### src/logic/pbt_pkg.sv
// Package: constants and carrier types for the pushbutton toggle debouncer
package pbt_pkg;
   // ==========================================================
   // Timing
   localparam int unsigned CLK_PERIOD_NS = 10;
   localparam int unsigned SAMPLE_PERIOD_US = 1000;
   localparam int unsigned QUAL_TIME_MS = 50;
   localparam int unsigned SAMPLE_CYCLES =
      (SAMPLE_PERIOD_US * 1000) / CLK_PERIOD_NS;
   localparam int unsigned QUAL_SAMPLES =
      (QUAL_TIME_MS * 1000) / SAMPLE_PERIOD_US;
   // ==========================================================
   // Values after reset
   localparam logic DEB_RESET = 1'b1;
   localparam logic TOG_RESET = 1'b0;
   // ==========================================================
   // Types
   typedef enum logic [1:0] {
      PBT_ST_LOCK = 2'b00,
      PBT_ST_RUN  = 2'b01
   } pbt_state_t;

   typedef struct packed {
      logic sw_n;
      logic clear;
      logic supply_lockout;
   } pbt_pins_t;

   typedef struct packed {
      logic out_on;
      logic out_on_n;
   } pbt_outs_t;
endpackage

### src/logic/pbt_top.sv
// Pushbutton toggle debouncer: qualify switch, toggle latched output pair
//
// Operation
// - Qualified closure from cleared drives outputs on
// - Switch release leaves outputs unchanged
// - Next qualified closure inverts outputs again
// - Outside lockout, debounced state changes only after qualification time
// - Sample switch per tick, need consecutive equal samples
// - Counter cleared when sample equals state or differs from previous sample
// - Full count loads sampled level into state
// - Toggle flips only on debounced falling edge
// - Clear rising edge resets toggle; clear held high does not hold it low
// - Supply lockout holds output low, ignores switch
`timescale 1ns/10ps
module pbt_top #(
   parameter int unsigned SAMPLE_CYCLES = pbt_pkg::SAMPLE_CYCLES,
   parameter int unsigned QUAL_SAMPLES = pbt_pkg::QUAL_SAMPLES
) (
   // Clock and reset
   input wire logic sys_clk,
   input wire logic arst_n,
   // Pins from the switch side and supply monitor
   input wire pbt_pkg::pbt_pins_t pins,
   // Latched output pair
   output pbt_pkg::pbt_outs_t outs
);
   import pbt_pkg::*;

   // ==========================================================
   // Pin synchronisers
   pbt_pins_t s1_q;
   pbt_pins_t s2_q;
   logic clr_prev_q;
   logic clr_rise;

   always_ff @(posedge sys_clk or negedge arst_n) begin
      if (!arst_n) begin
         s1_q <= '{sw_n: 1'b1, clear: 1'b0, supply_lockout: 1'b1};
         s2_q <= '{sw_n: 1'b1, clear: 1'b0, supply_lockout: 1'b1};
         clr_prev_q <= 1'b0;
      end else begin
         s1_q <= pins;
         s2_q <= s1_q;
         clr_prev_q <= s2_q.clear;
      end
   end

   // Level clear would pin the output low; only its rising edge acts
   assign clr_rise = s2_q.clear & ~clr_prev_q;

   // ==========================================================
   // Sample oscillator: one-cycle tick per sample period
   logic [31:0] div_q;
   logic [31:0] div_d;
   logic tick;

   always_comb begin
      tick = (div_q == SAMPLE_CYCLES - 1);
      div_d = tick ? 32'h0000_0000 : div_q + 32'h0000_0001;
   end

   always_ff @(posedge sys_clk or negedge arst_n) begin
      if (!arst_n) begin
         div_q <= 32'h0000_0000;
      end else begin
         div_q <= div_d;
      end
   end

   // ==========================================================
   // Debounce and toggle
   pbt_state_t st_q;
   pbt_state_t st_d;
   logic smp_q;
   logic smp_d;
   logic deb_q;
   logic deb_d;
   logic [15:0] cnt_q;
   logic [15:0] cnt_d;
   logic tog_q;
   logic tog_d;
   pbt_outs_t out_d;

   always_comb begin
      st_d = st_q;
      smp_d = smp_q;
      deb_d = deb_q;
      cnt_d = cnt_q;
      tog_d = tog_q;
      case (st_q)
         PBT_ST_LOCK: begin
            // Lockout: switch ignored, output forced low
            deb_d = DEB_RESET;
            smp_d = DEB_RESET;
            cnt_d = 16'h0000;
            tog_d = TOG_RESET;
            if (!s2_q.supply_lockout) begin
               st_d = PBT_ST_RUN;
            end
         end
         PBT_ST_RUN: begin
            if (s2_q.supply_lockout) begin
               st_d = PBT_ST_LOCK;
               tog_d = TOG_RESET;
            end else begin
               if (tick) begin
                  smp_d = s2_q.sw_n;
                  // A bounce restarts the count: stability must be unbroken
                  if (s2_q.sw_n == deb_q || s2_q.sw_n != smp_q) begin
                     cnt_d = 16'h0000;
                  end else if (cnt_q == 16'(QUAL_SAMPLES - 1)) begin
                     cnt_d = 16'h0000;
                     deb_d = s2_q.sw_n;
                  end else begin
                     cnt_d = cnt_q + 16'h0001;
                  end
               end
               // Closure flips, release does nothing
               if (deb_q && !deb_d) begin
                  tog_d = ~tog_q;
               end
               // Clear wins over a press landing in the same cycle
               if (clr_rise) begin
                  tog_d = TOG_RESET;
               end
            end
         end
         default: begin
            st_d = PBT_ST_LOCK;
         end
      endcase
      out_d.out_on = tog_d;
      out_d.out_on_n = ~tog_d;
   end

   always_ff @(posedge sys_clk or negedge arst_n) begin
      if (!arst_n) begin
         st_q <= PBT_ST_LOCK;
         smp_q <= DEB_RESET;
         deb_q <= DEB_RESET;
         cnt_q <= 16'h0000;
         tog_q <= TOG_RESET;
         outs <= '{out_on: 1'b0, out_on_n: 1'b1};
      end else begin
         st_q <= st_d;
         smp_q <= smp_d;
         deb_q <= deb_d;
         cnt_q <= cnt_d;
         tog_q <= tog_d;
         outs <= out_d;
      end
   end
endmodule // pbt_top

### config.mk
export PLATFORM = sky130hd
export DESIGN_NAME = pbt_top
export DESIGN_NICKNAME = d
export VERILOG_FILES = /design/src/logic/pbt_pkg.sv /design/src/logic/pbt_top.sv
export SDC_FILE = /design/constraint.sdc
export NUM_CORES = 1
export LEC_CHECK = 0
export ABC_AREA = 0
export BUFFER_PORTS_ARGS = -buffer_cell sky130_fd_sc_hd__buf_2
export CORE_ASPECT_RATIO = 0.7
export CORE_MARGIN = 1.5
export CORE_UTILIZATION = 40
export CTS_CLUSTER_DIAMETER = 30
export DETAILED_ROUTE_END_ITERATION = 10
export HOLD_SLACK_MARGIN = 0.06
export MAX_ROUTING_LAYER = met4
export PLACE_DENSITY_LB_ADDON = 0.08
export SLEW_MARGIN = 40
export SYNTH_ARGS = -nofsm -noshare
export SYNTH_HDL_FRONTEND = slang
export SYNTH_SLANG_ARGS = --single-unit
### constraint.sdc
create_clock -name sys_clk -period 5.38 [get_ports sys_clk]
set_input_delay 0.269 -clock sys_clk [delete_from_list [all_inputs] [get_ports sys_clk]]
set_output_delay 0.269 -clock sys_clk [all_outputs]
set_load 0.02 [all_outputs]
Word level (Yosys, flattened, before mapping)
Index checks and enable logic that the tools add are counted.
Word-level totals
  register bits: 61
  input bits: 5
  output and inout bits: 2
  logic and storage cells: 60
Cells by class
  add/subtract/negate cells: 2
  equality and inequality tests: 9
  muxes and demuxes: 23
  bitwise operators: 4
  reduce and logical (&&, ||, !) cells: 8
Operators by type and width (count)
  16-bit two-way mux: 4
  32-bit by 1-bit adder with 32-bit output, second input constant: 1
  32-bit by 17-bit equality test with 1-bit output, second input constant: 1
  32-bit two-way mux: 1
  16-bit one-hot mux with 2 select lines: 1
  16-bit by 1-bit adder with 16-bit output, second input constant: 1
  16-bit by 6-bit equality test with 1-bit output, second input constant: 1
  1-bit two-way mux: 11
  2-bit != test, second input constant: 4
  1-bit one-hot mux with 2 select lines: 3
  2-bit two-way mux: 2
  2-bit one-hot mux with 2 select lines: 1
  2-bit AND reduction: 2
  1-bit NOT: 3
  3-bit AND reduction: 1
  2-bit by 1-bit equality test with 1-bit output, second input constant: 1
  2-bit zero test: 1
  2-bit nonzero test: 1
  1-bit AND: 1
  1-bit equality test: 1
  1-bit logical AND: 1
  1-bit zero test: 1
  1-bit logical OR: 1
  1-bit != test: 1

Depth between registers and ports, before layout
Gate-level depths: netlist (run 1).
  depth after elaboration: 13
  depth in mapped cells: 8

Worst setup path after synthesis (run 1)
Ideal clock, no wire load.
  path type: register -> register
  start: register div_q[0]
  end: register div_q[28]
  data arrival time: 1771 ps
  required time: 5301 ps
  path slack: 3530 ps
  stages on the path, launching flop included: 7
  buffers on the path: 0
  clock period less this slack: 1850 ps
  cells stage by stage: dfrtp_1 ha_1 nand4_1 nor3_1 nand3_1 nor2_1 xor2_1
On the way
  word-level cells in the longest chain between the ends: 2
  elaborated cells on any way between the ends: 3
RTL lines
  from (decl): line pbt_top.sv:53  | logic [31:0] div_q;
  from (signal assigned): line pbt_top.sv:66  | div_q <= div_d;
  32-bit by 1-bit adder with 32-bit output / 32-bit by 17-bit equality test with 1-bit output (equally long branches): line pbt_top.sv:59, pbt_top.sv:58
  32-bit two-way mux (*): line pbt_top.sv:59  | div_d = tick ? 32'h0000_0000 : div_q + 32'h0000_0001;
  named net div_d[28]: line pbt_top.sv:54  | logic [31:0] div_d;
Mark *: on every way through the listed nets, which the timed path passes. The rest lies on a longest branch.
A chain may end at the register's enable or synchronous reset.

Final worst setup path (run 1)
  start: register cnt_q[0]
  end: register cnt_q[5]
On the way
  word-level cells in the longest chain between the ends: 6
  elaborated cells on any way between the ends: 7
RTL lines
  from (decl): line pbt_top.sv:78  | logic [15:0] cnt_q;
  from (signal assigned): line pbt_top.sv:148  | cnt_q <= cnt_d;
  16-bit by 1-bit adder with 16-bit output / 16-bit by 6-bit equality test with 1-bit output (equally long branches): line pbt_top.sv:115, pbt_top.sv:111
  16-bit two-way mux (*): line pbt_top.sv:111  | end else if (cnt_q == 16'(QUAL_SAMPLES - 1)) begin
  16-bit two-way mux (*): line pbt_top.sv:109  | if (s2_q.sw_n == deb_q || s2_q.sw_n != smp_q) begin
  16-bit two-way mux (*): line pbt_top.sv:106  | if (tick) begin
  16-bit two-way mux (*): line pbt_top.sv:102  | if (s2_q.supply_lockout) begin
  16-bit one-hot mux with 2 select lines (*): line pbt_top.sv:90  | case (st_q)
Mark *: on every way between the ends. The rest lies on a longest branch, timed or not. The select of a mux whose other input is x is not followed.

==> summary.json, run 1 <==
{
  "outcome": "complete, no violations",
  "max-clock-path-buffers": 2,
  "drive_gt1_frac": 0.117,
  "firstDrtPassIters": 4,
  "synth-async-reset-ratio": 1.00,
  "placeableCoreArea_um2": 6880,
  "viasPerCell": 5.35,
  "critical_path_class": "register to register",
  "route.vias.total": 2155,
  "worstPathRequired_ns": 5.58,
  "timing.hold.worst_endpoint": "s2_q[1]",
  "buffer_ports.inserted": 6,
  "syn-num-nets": 296,
  "post-dp-hpwl_um": 4110,
  "root_buffer": "sky130_fd_sc_hd__clkbuf_8",
  "worst-slew-pin-transition_ns": 0.749,
  "grt_use_total": 0.183,
  "max_cap_violations": 0,
  "worst_setup_path_start_kind": "register",
  "critical_path.endpoint_type": "register",
  "design_area_um2": 3250,
  "finalWeightedCongestion": 0.897,
  "power_density_nw_per_um2": 276,
  "yosys-top-cells-area": "sky130_fd_sc_hd__dfrtp_1 (46%), sky130_fd_sc_hd__dfstp_2 (6.3%), sky130_fd_sc_hd__xnor2_1 (5.4%)",
  "critical_path_arrival_ns": 2.64,
  "unrepaired_setup_endpoints_after_global_routing": "no",
  "antenna_found_initial": 0,
  "clk_pin_slew_worst_paths_ns": 0.07,
  "max_freq_mhz": 411,
  "detailedRoute.firstIterationViolations": 181,
  "hold_path_startpoint": "s1_q[1]",
  "worstReg2RegEnd": "cnt_q[5]",
  "numCtsBuffers": 9,
  "floorplan.initialDensity": 0.422,
  "hold_path.class": "register to register",
  "timing.rr.start": "cnt_q[0]",
  "fillCellCount": 672,
  "p_leak_nw": 1.42,
  "tns_ns": 0,
  "worstPathCellList": "ha_1 > nor4b_1 > and4_1 > nor2_1 > nand2_1 > o311ai_0",
  "mappedNetlistArea_um2": 2900,
  "grt_first_pass_wirelength_um": 10400,
  "report.final.slew_viol_count": 0,
  "cp_slowest_cell": "sky130_fd_sc_hd__nor2_1",
  "layout.cells.non_filler": 403,
  "synth_top_area_cell": "sky130_fd_sc_hd__dfrtp_1",
  "cts_tree": "built",
  "area_delta_synth_final_pct": 12.1,
  "die_h_um": 74.3,
  "nNetsFinal": 313,
  "yosys_warnings": 0,
  "cp_slowest_stage_delay_ns": 0.51,
  "clock-skew-final_ns": 0.00900,
  "synth.yosys.seq_area_share": 0.520,
  "dpl_cell_area_um2": 3040,
  "syn_inst": 287,
  "number_of_hold_slack_violations_in_the_final_timing_report": 0,
  "postRouteAntennaNets": 0,
  "synth_enable_flop_cells": 0,
  "crit_path_max_fanout": 13,
  "design.portCount": 7,
  "source_to_sink_clock_delay_at_the_later_pin_of_the_worst_skew_pair_ns": 0.34,
  "htree_levels": 3,
  "grt_pass1_vias": 2044,
  "ir_drop_worst_vdd_mv": 0.164,
  "overflow": 0,
  "antenna_cells": 0,
  "yosys_most_used_dff": "sky130_fd_sc_hd__dfrtp_1",
  "slew_headroom": 0.496,
  "postSynthRegisterBits": 60,
  "tritoncts_num_sinks": 60,
  "final-setup-viol-count": 0,
  "count_of_cell_types_in_the_netlist": 43,
  "final.period_utilization": 0.452,
  "fp.dieArea_um2": 7790,
  "fp.dieW_um": 105,
  "holdPathStages": 0,
  "cts_post_setup_buffers_inserted": 0,
  "grt_max_degree": 61,
  "final_period_minus_worst_setup_slack_ns": 2.43,
  "row_count": 25,
  "place.detailed.instances": 383,
  "netlist.area_leader.share": 0.457,
  "wl_per_cell_um": 14.9,
  "rr_worst_depth": 6,
  "setup.reg_to_reg.worst_slack_ns": 2.95,
  "drt_drc_violations_left": 0,
  "detail_route.wirelength_um": 6000,
  "syn_avg_cell_area_um2": 10.1
}
power by group:
part           total (mW)  leakage [nW]  switching [mW]  internal, mW
Clock               0.343        0.0872           0.165         0.178
Sequential          0.470         0.791          0.0107         0.460
Combinational      0.0853         0.542          0.0575        0.0278
Total               0.899          1.42           0.234         0.665
routing by layer:
layer  vias up  GRT usage  share of wire
met3        10     0.0456          0.064
li1       1081          -              -
met1       988      0.274           0.56
met5         -          -              0
met2        76      0.230           0.36
met4         0     0.0776          0.013
cell usage after synthesis, types with 2 or more instances:
cell type,count
sky130_fd_sc_hd__nor4b_1,3
sky130_fd_sc_hd__o21ai_0,15
sky130_fd_sc_hd__o311ai_0,3
sky130_fd_sc_hd__and4_1,6
sky130_fd_sc_hd__a21oi_1,4
sky130_fd_sc_hd__nand3_1,22
sky130_fd_sc_hd__ha_1,4
sky130_fd_sc_hd__nand4_1,9
sky130_fd_sc_hd__and3_1,10
sky130_fd_sc_hd__o31ai_1,2
sky130_fd_sc_hd__dfrtp_1,53
sky130_fd_sc_hd__buf_2,2
sky130_fd_sc_hd__nor2b_1,2
sky130_fd_sc_hd__a31oi_1,5
sky130_fd_sc_hd__xor2_1,12
sky130_fd_sc_hd__o41ai_1,3
sky130_fd_sc_hd__nor3b_1,3
sky130_fd_sc_hd__nor3_1,13
sky130_fd_sc_hd__nand2_1,26
sky130_fd_sc_hd__inv_1,7
sky130_fd_sc_hd__dfstp_2,7
sky130_fd_sc_hd__nor2_1,25
sky130_fd_sc_hd__clkbuf_1,4
sky130_fd_sc_hd__nand2b_1,4
sky130_fd_sc_hd__xnor2_1,18
sky130_fd_sc_hd__nor4_1,8
critical path, delay by kind of cell, from the launching register on:
kind | cells | cell delay [ns]
fa+ha+maj | 1 | 0.21
compound gates | 1 | 0.39
simple gates | 4 | 1.29
flops | 1 | 0.42
metrics by stage:
step	setup slack (ns)	hold WS [ns]	util	total power, mW
after floorplan	3.53	-0.0266	-	0.526
after global placement	3.08	0.347	0.442	0.559
after detailed placement	3.02	0.342	0.442	0.560
after CTS	2.99	0.115	0.470	0.912
after global routing	2.83	0.364	0.473	0.942
final	2.95	0.353	0.473	0.899
cell families after synthesis:
| logic type | Yosys count | share of synthesized area |
|---|---|---|
| AND/OR/NAND/NOR | 140 | 0.263 |
| flip-flops | 60 | 0.520 |
| AO/OA/AOI/OAI | 37 | 0.0814 |
| XOR/XNOR | 30 | 0.0905 |
| buffers and inverters | 14 | 0.0203 |
| adder cells (fa/ha/maj) | 4 | 0.0172 |
| multiplexers | 2 | 0.00732 |
worst max path at each step:
stage,end,start
2_1_floorplan,div_q[28],div_q[0]
3_3_place_gp,div_q[29],div_q[5]
3_5_place_dp,div_q[28],div_q[0]
4_1_cts,div_q[24],div_q[0]
5_1_grt,cnt_q[6],cnt_q[1]
6_report,cnt_q[5],cnt_q[0]
state kept, by name, indices dropped and copies added, names as in the netlist:
name,count
div_q,32
cnt_q,16
smp_q,1
clr_prev_q,1
s1_q,3
deb_q,1
st_q,1
outs,1
tog_q,1
s2_q,3
cell usage in the layout (no fill, tap or decap), types with 4 or more instances in the layout:
master	count
sky130_fd_sc_hd__a21oi_1	4
sky130_fd_sc_hd__a31oi_1	5
sky130_fd_sc_hd__and3_1	10
sky130_fd_sc_hd__and4_1	6
sky130_fd_sc_hd__buf_2	6
sky130_fd_sc_hd__clkbuf_8	10
sky130_fd_sc_hd__dfrtp_1	53
sky130_fd_sc_hd__dfstp_2	7
sky130_fd_sc_hd__dlygate4sd3_1	4
sky130_fd_sc_hd__ha_1	4
sky130_fd_sc_hd__inv_1	7
sky130_fd_sc_hd__nand2_1	26
sky130_fd_sc_hd__nand2b_1	4
sky130_fd_sc_hd__nand3_1	22
sky130_fd_sc_hd__nand4_1	9
sky130_fd_sc_hd__nor2_1	25
sky130_fd_sc_hd__nor3_1	12
sky130_fd_sc_hd__nor4_1	8
sky130_fd_sc_hd__o21ai_0	15
sky130_fd_sc_hd__xnor2_1	18
sky130_fd_sc_hd__xor2_1	12
repair_timing:
action                                 4_1_cts  5_1_grt
endpoints found under the hold margin        3        8
hold buffers                                 3        1
resized for setup                            0        0
final cells by class:
type                       count  area (um2)  area share
multi-input combinational    213        1340       0.412
timing repair buffer          13        96.3      0.0296
inverter                       7        26.3     0.00807
clock buffer                  13         149      0.0458
tap                           94         118      0.0361
clock inverter                 3        15.0     0.00461
sequential                    60        1510       0.464
No activity file was read; power rests on OpenSTA's default activity.
==> inputs of run 2 (changes only) <==
==> constraint.sdc (replaced) <==
create_clock -name sys_clk -period 2.3 [get_ports sys_clk]
set_input_delay 0.115 -clock sys_clk [delete_from_list [all_inputs] [get_ports sys_clk]]
set_output_delay 0.115 -clock sys_clk [all_outputs]
set_load 0.02 [all_outputs]
==> summary.json, run 2 (synthesis gave the netlist of run 1 again) <==
{
  "root_buffer": "sky130_fd_sc_hd__clkbuf_8",
  "fraction_of_power_consumed_by_the_clock_network": 0.425,
  "unrepaired_setup_endpoints_after_global_routing": "no",
  "htree_levels": 3,
  "worst-slew-pin-transition_ns": 0.412,
  "grt_pass1_vias": 2126,
  "post-dp-hpwl_um": 4240,
  "drt_drc_violations_left": 0,
  "floorplan.initialDensity": 0.422,
  "number_of_hold_slack_violations_in_the_final_timing_report": 0,
  "max-clock-path-buffers": 2,
  "commonest_cells_after_routing_fill_and_taps_aside": "sky130_fd_sc_hd__dfrtp_1 (53), sky130_fd_sc_hd__nand2_1 (26), sky130_fd_sc_hd__nor2_1 (25)",
  "detail_route.wirelength_um": 6270,
  "firstDrtPassIters": 4,
  "critical_path_arrival_ns": 2.37,
  "clock-skew-final_ns": 0.00748,
  "finalCoreUtilization": 0.491,
  "route.vias.total": 2233,
  "tritoncts_num_sinks": 60,
  "antenna_cells": 0,
  "ir_drop_worst_vdd_mv": 0.339,
  "nNetsFinal": 324,
  "finalWeightedCongestion": 0.919,
  "worst_setup_path_start_kind": "register",
  "largest_reg_flops": 32,
  "final.period_utilization": 0.911,
  "max_cap_violations": 0,
  "buffer_ports.inserted": 6,
  "crit_path_max_fanout": 7,
  "numCtsBuffers": 9,
  "layout_commonest_cell": "sky130_fd_sc_hd__dfrtp_1",
  "power.switching_fraction": 0.254,
  "area_delta_synth_final_pct": 16.4,
  "net-switching-power_uw": 581,
  "antenna_found_initial": 0,
  "final_period_minus_worst_setup_slack_ns": 2.10,
  "power.sequential.fraction": 0.480,
  "placeableCoreArea_um2": 6880,
  "row_count": 25,
  "grt_first_pass_wirelength_um": 10900,
  "cts_tree": "built",
  "design.portCount": 7,
  "power.combinational.fraction": 0.095,
  "reg.largest.list": "div_q (32), cnt_q (16)",
  "drive_gt1_frac": 0.150,
  "report.final.slew_viol_count": 0,
  "regMostFlops": "div_q",
  "critical_path_class": "register to register",
  "fp.dieArea_um2": 7790,
  "total_power_mw": 2.29,
  "worstPathRequired_ns": 2.57,
  "fp.dieW_um": 105,
  "power_density_nw_per_um2": 677,
  "p_leak_nw": 1.50,
  "wl_per_cell_um": 15.2,
  "timing.rr.start": "cnt_q[1]",
  "rr_worst_depth": 7,
  "final-setup-viol-count": 0,
  "cts_post_setup_buffers_inserted": 0,
  "grt_max_degree": 61,
  "slew_headroom": 0.723,
  "postRouteAntennaNets": 0,
  "die_h_um": 74.3,
  "hold_path.class": "input port to async pin",
  "tns_ns": 0,
  "outcome": "complete, no violations",
  "critical_path.endpoint_type": "register",
  "overflow": 0,
  "internal_pwr_total_mw": 1.71,
  "max_freq_mhz": 477,
  "viasPerCell": 5.39,
  "detailedRoute.firstIterationViolations": 156,
  "grt_use_total": 0.192,
  "setup.reg_to_reg.worst_slack_ns": 0.20,
  "worstReg2RegEnd": "outs[0]",
  "clk_pin_slew_worst_paths_ns": 0.07,
  "source_to_sink_clock_delay_at_the_later_pin_of_the_worst_skew_pair_ns": 0.34
}
## run 2: cell types whose count changed in the layout (fill, tap and decap cells not counted)
cell                         delta
sky130_fd_sc_hd__clkbuf_8       +1
sky130_fd_sc_hd__nor3_1         +1
sky130_fd_sc_hd__clkbuf_1       -2
sky130_fd_sc_hd__buf_6          -1
sky130_fd_sc_hd__clkinvlp_4     +1
sky130_fd_sc_hd__buf_4         +11
sky130_fd_sc_hd__buf_12         +1
sky130_fd_sc_hd__bufinv_16      +1
sky130_fd_sc_hd__clkinv_2       -1
sky130_fd_sc_hd__nor3_2         -1
## run 2: cell type report
type                       instances  area (um2)
clock buffer                      12         155
clock inverter                     4        47.5
fill                             641        3500
inverter                           7        26.3
multi-input combinational        213        1340
sequential                        60        1510
tap                               94         118
timing repair buffer              24         188
## run 2: per-layer routing
metal,GRT usage,wire length [um],up-vias
met5,-,0,-
met4,0.0746,74,0
met1,0.287,3510,1071
met2,0.235,2340,50
li1,-,-,1104
met3,0.0561,344,8
## run 2: how the worst max path moves through the flow
stage                         from        end  slack [ns]  depth (start not counted)
final                     cnt_q[1]    outs[0]        0.20                          7
after global routing      cnt_q[1]    outs[0]        0.06                          7
after CTS                 cnt_q[1]    outs[0]        0.22                          7
after floorplan           div_q[0]  div_q[28]        0.45                          6
after detailed placement  cnt_q[1]    outs[0]        0.23                          7
after global placement    cnt_q[1]    outs[0]        0.21                          7
## run 2: power groups by stage
| stage | registers, mW | logic, mW | clock network (mW) |
|---|---|---|---|
| 6_report | 1.10 | 0.218 | 0.972 |
| 5_1_grt | 1.10 | 0.247 | 1.06 |
| 4_1_cts | 1.10 | 0.219 | 1.00 |
| 3_5_place_dp | 1.12 | 0.214 | 0 |
| 3_3_place_gp | 1.12 | 0.213 | 0 |
| 2_1_floorplan | 1.11 | 0.119 | 0 |
## run 2: repair_timing
action / CTS / global route
resized for setup: 0 / 0
hold buffers: 4 / 0
hold endpoints to repair: 56 / 0
## run 2: metrics by stage
step           instance area (um2)  worst slack (ns)  hold slack [ns]  instances
2_1_floorplan                 2900             0.450           -0.181        287
3_3_place_gp                  3140             0.205            0.151        394
3_5_place_dp                  3140             0.235            0.149        394
4_1_cts                       3380             0.219            0.324        414
5_1_grt                       3380            0.0633            0.351        414
6_report                      3380             0.205            0.308        414
## run 2: worst max-delay path, cell delays in order (launching register included)
cell and delay (ns):
sky130_fd_sc_hd__dfrtp_1 0.41, sky130_fd_sc_hd__inv_1 0.07, sky130_fd_sc_hd__ha_1 0.14, sky130_fd_sc_hd__nor4b_1 0.27
sky130_fd_sc_hd__and4_1 0.42, sky130_fd_sc_hd__and4_1 0.29, sky130_fd_sc_hd__nand3b_1 0.14, sky130_fd_sc_hd__mux2_2 0.29
==> inputs of run 3 (changes only) <==
--- a/config.mk
+++ b/config.mk
@@ -7,7 +7,7 @@
 export LEC_CHECK = 0
 export ABC_AREA = 0
 export BUFFER_PORTS_ARGS = -buffer_cell sky130_fd_sc_hd__buf_2
-export CORE_ASPECT_RATIO = 0.7
+export CORE_ASPECT_RATIO = 1.4
 export CORE_MARGIN = 1.5
 export CORE_UTILIZATION = 40
 export CTS_CLUSTER_DIAMETER = 30
==> constraint.sdc (replaced) <==
create_clock -name sys_clk -period 2.3 [get_ports sys_clk]
set_input_delay 0.115 -clock sys_clk [delete_from_list [all_inputs] [get_ports sys_clk]]
set_output_delay 0.115 -clock sys_clk [all_outputs]
set_load 0.01 [all_outputs]
==> summary.json, run 3 (synthesis gave the netlist of run 1 again) <==
{
  "fillCellCount": 668,
  "floorplan.initialDensity": 0.416,
  "max_cap_violations": 0,
  "fp.dieW_um": 75.0,
  "fp.dieArea_um2": 7790,
  "buffer_ports.inserted": 6,
  "grt_max_degree": 61,
  "power_density_nw_per_um2": 702,
  "drt_drc_violations_left": 0,
  "worst-slew-pin-transition_ns": 0.561,
  "worstPathRequired_ns": 2.53,
  "viasPerCell": 5.38,
  "final_period_minus_worst_setup_slack_ns": 2.06,
  "multi_input_gate_area_in_the_final_layout_um2": 1340,
  "worstReg2RegEnd": "cnt_q[11]",
  "total_power_mw": 2.38,
  "placeableCoreArea_um2": 6980,
  "critical_path_class": "register to register",
  "design.portCount": 7,
  "post-dp-hpwl_um": 4550,
  "antenna_cells": 0,
  "unrepaired_setup_endpoints_after_global_routing": "no",
  "grt_pass1_vias": 2268,
  "firstDrtPassIters": 4,
  "outcome": "complete, no violations",
  "reg.largest.list": "div_q (32), cnt_q (16)",
  "setup.reg_to_reg.worst_slack_ns": 0.24,
  "detailedRoute.firstIterationViolations": 84,
  "overflow": 0,
  "clock-skew-final_ns": 0.00566,
  "grt_first_pass_wirelength_um": 11100,
  "timing.rr.start": "div_q[12]",
  "detail_route.wirelength_um": 6450,
  "root_buffer": "sky130_fd_sc_hd__clkbuf_8",
  "ir_drop_worst_vdd_mv": 0.672,
  "postCtsResizedCells": 0,
  "nNetsFinal": 323,
  "postRouteAntennaNets": 0,
  "drive_gt1_frac": 0.150,
  "final-setup-viol-count": 0,
  "number_of_hold_slack_violations_in_the_final_timing_report": 0,
  "regMostFlops": "div_q",
  "critical_path_arrival_ns": 2.29,
  "htree_levels": 3,
  "wl_per_cell_um": 15.6,
  "source_to_sink_clock_delay_at_the_later_pin_of_the_worst_skew_pair_ns": 0.34,
  "commonest_cells_after_routing_fill_and_taps_aside": "sky130_fd_sc_hd__dfrtp_1 (53), sky130_fd_sc_hd__nand2_1 (26), sky130_fd_sc_hd__nor2_1 (25)",
  "row_count": 36,
  "cts_tree": "built",
  "max_freq_mhz": 485,
  "cp-endpoint": "cnt_q[11]",
  "worst_setup_path_start_kind": "register",
  "clk_pin_slew_worst_paths_ns": 0.07,
  "final.period_utilization": 0.896,
  "max-clock-path-buffers": 2,
  "hold_path.class": "register to register",
  "antenna_found_initial": 0,
  "crit_path_max_fanout": 7,
  "rr_worst_depth": 5,
  "sequential_cell_area_um2": 1510,
  "numCtsBuffers": 9,
  "slew_headroom": 0.626,
  "worstPathCellList": "nor4_1 > and4_1 > and3_1 > nand2_1 > o41ai_1",
  "area_delta_synth_final_pct": 16.6,
  "largest_reg_flops": 32,
  "report.final.slew_viol_count": 0,
  "grt_use_total": 0.193,
  "p_leak_nw": 1.49,
  "layout_commonest_cell": "sky130_fd_sc_hd__dfrtp_1",
  "cp_slowest_stage_delay_ns": 0.42,
  "tritoncts_num_sinks": 60,
  "die_h_um": 104,
  "finalWeightedCongestion": 0.921,
  "cts_post_setup_buffers_inserted": 0,
  "timing.critical_path.from": "div_q[12]",
  "cp_slowest_cell": "sky130_fd_sc_hd__dfrtp_1",
  "critical_path.endpoint_type": "register",
  "tns_ns": 0,
  "route.vias.total": 2226,
  "holdPathStages": 0
}
## run 3: report_power, final
part           switching (mW)  internal, mW
Clock                   0.450         0.614
Sequential             0.0247          1.07
Combinational           0.138        0.0760
## run 3: worst min-delay path by stage
stage | from | endpoint | slack (ns)
6_report | s1_q[1] | s2_q[1] | 0.35
3_3_place_gp | pins[0] | s1_q[0] | 0.22
3_5_place_dp | pins[0] | s1_q[0] | 0.23
5_1_grt | s1_q[1] | s2_q[1] | 0.36
2_1_floorplan | arst_n | clr_prev_q | -0.18
4_1_cts | s1_q[1] | s2_q[1] | 0.36
## run 3: area by class of cell
class                   instances  area share
repair buffers                 23      0.0506
inverters                       7     0.00776
well taps                      95      0.0351
clock inverters                 7      0.0296
clock buffers                   9      0.0366
flip-flops and latches         60       0.446
multi-input cells             213       0.394
## run 3: critical path, delay by kind of cell, from the launching register on
kind / cells / cell delay [ns]
flip-flops: 1 / 0.42
AO/OA/AOI/OAI: 1 / 0.39
AND/OR/NAND/NOR: 4 / 1.13
## run 3: metal layers
layer  GRT usage  vias to the layer above  routed length [um]
met5           -                        -                   0
met4       0.104                        0                 229
met3      0.0263                       17                 124
met2       0.308                       25                3340
met1       0.230                     1085                2760
li1            -                     1099                   -
## run 3: metrics by stage
step	utilization	instance area, um2	hold WS (ns)	std cells	setup WS [ns]
floorplan	-	2900	-0.181	287	0.450
global placement	0.447	3120	0.221	394	0.220
detailed placement	0.447	3120	0.226	394	0.209
CTS	0.484	3380	0.359	414	0.186
global route	0.485	3390	0.360	414	0.0358
finish	0.485	3390	0.353	414	0.239
## run 3: what timing repair did
action	CTS	global route
hold endpoints to repair	56	0
hold buffers	4	0
endpoints found under the setup margin	0	0
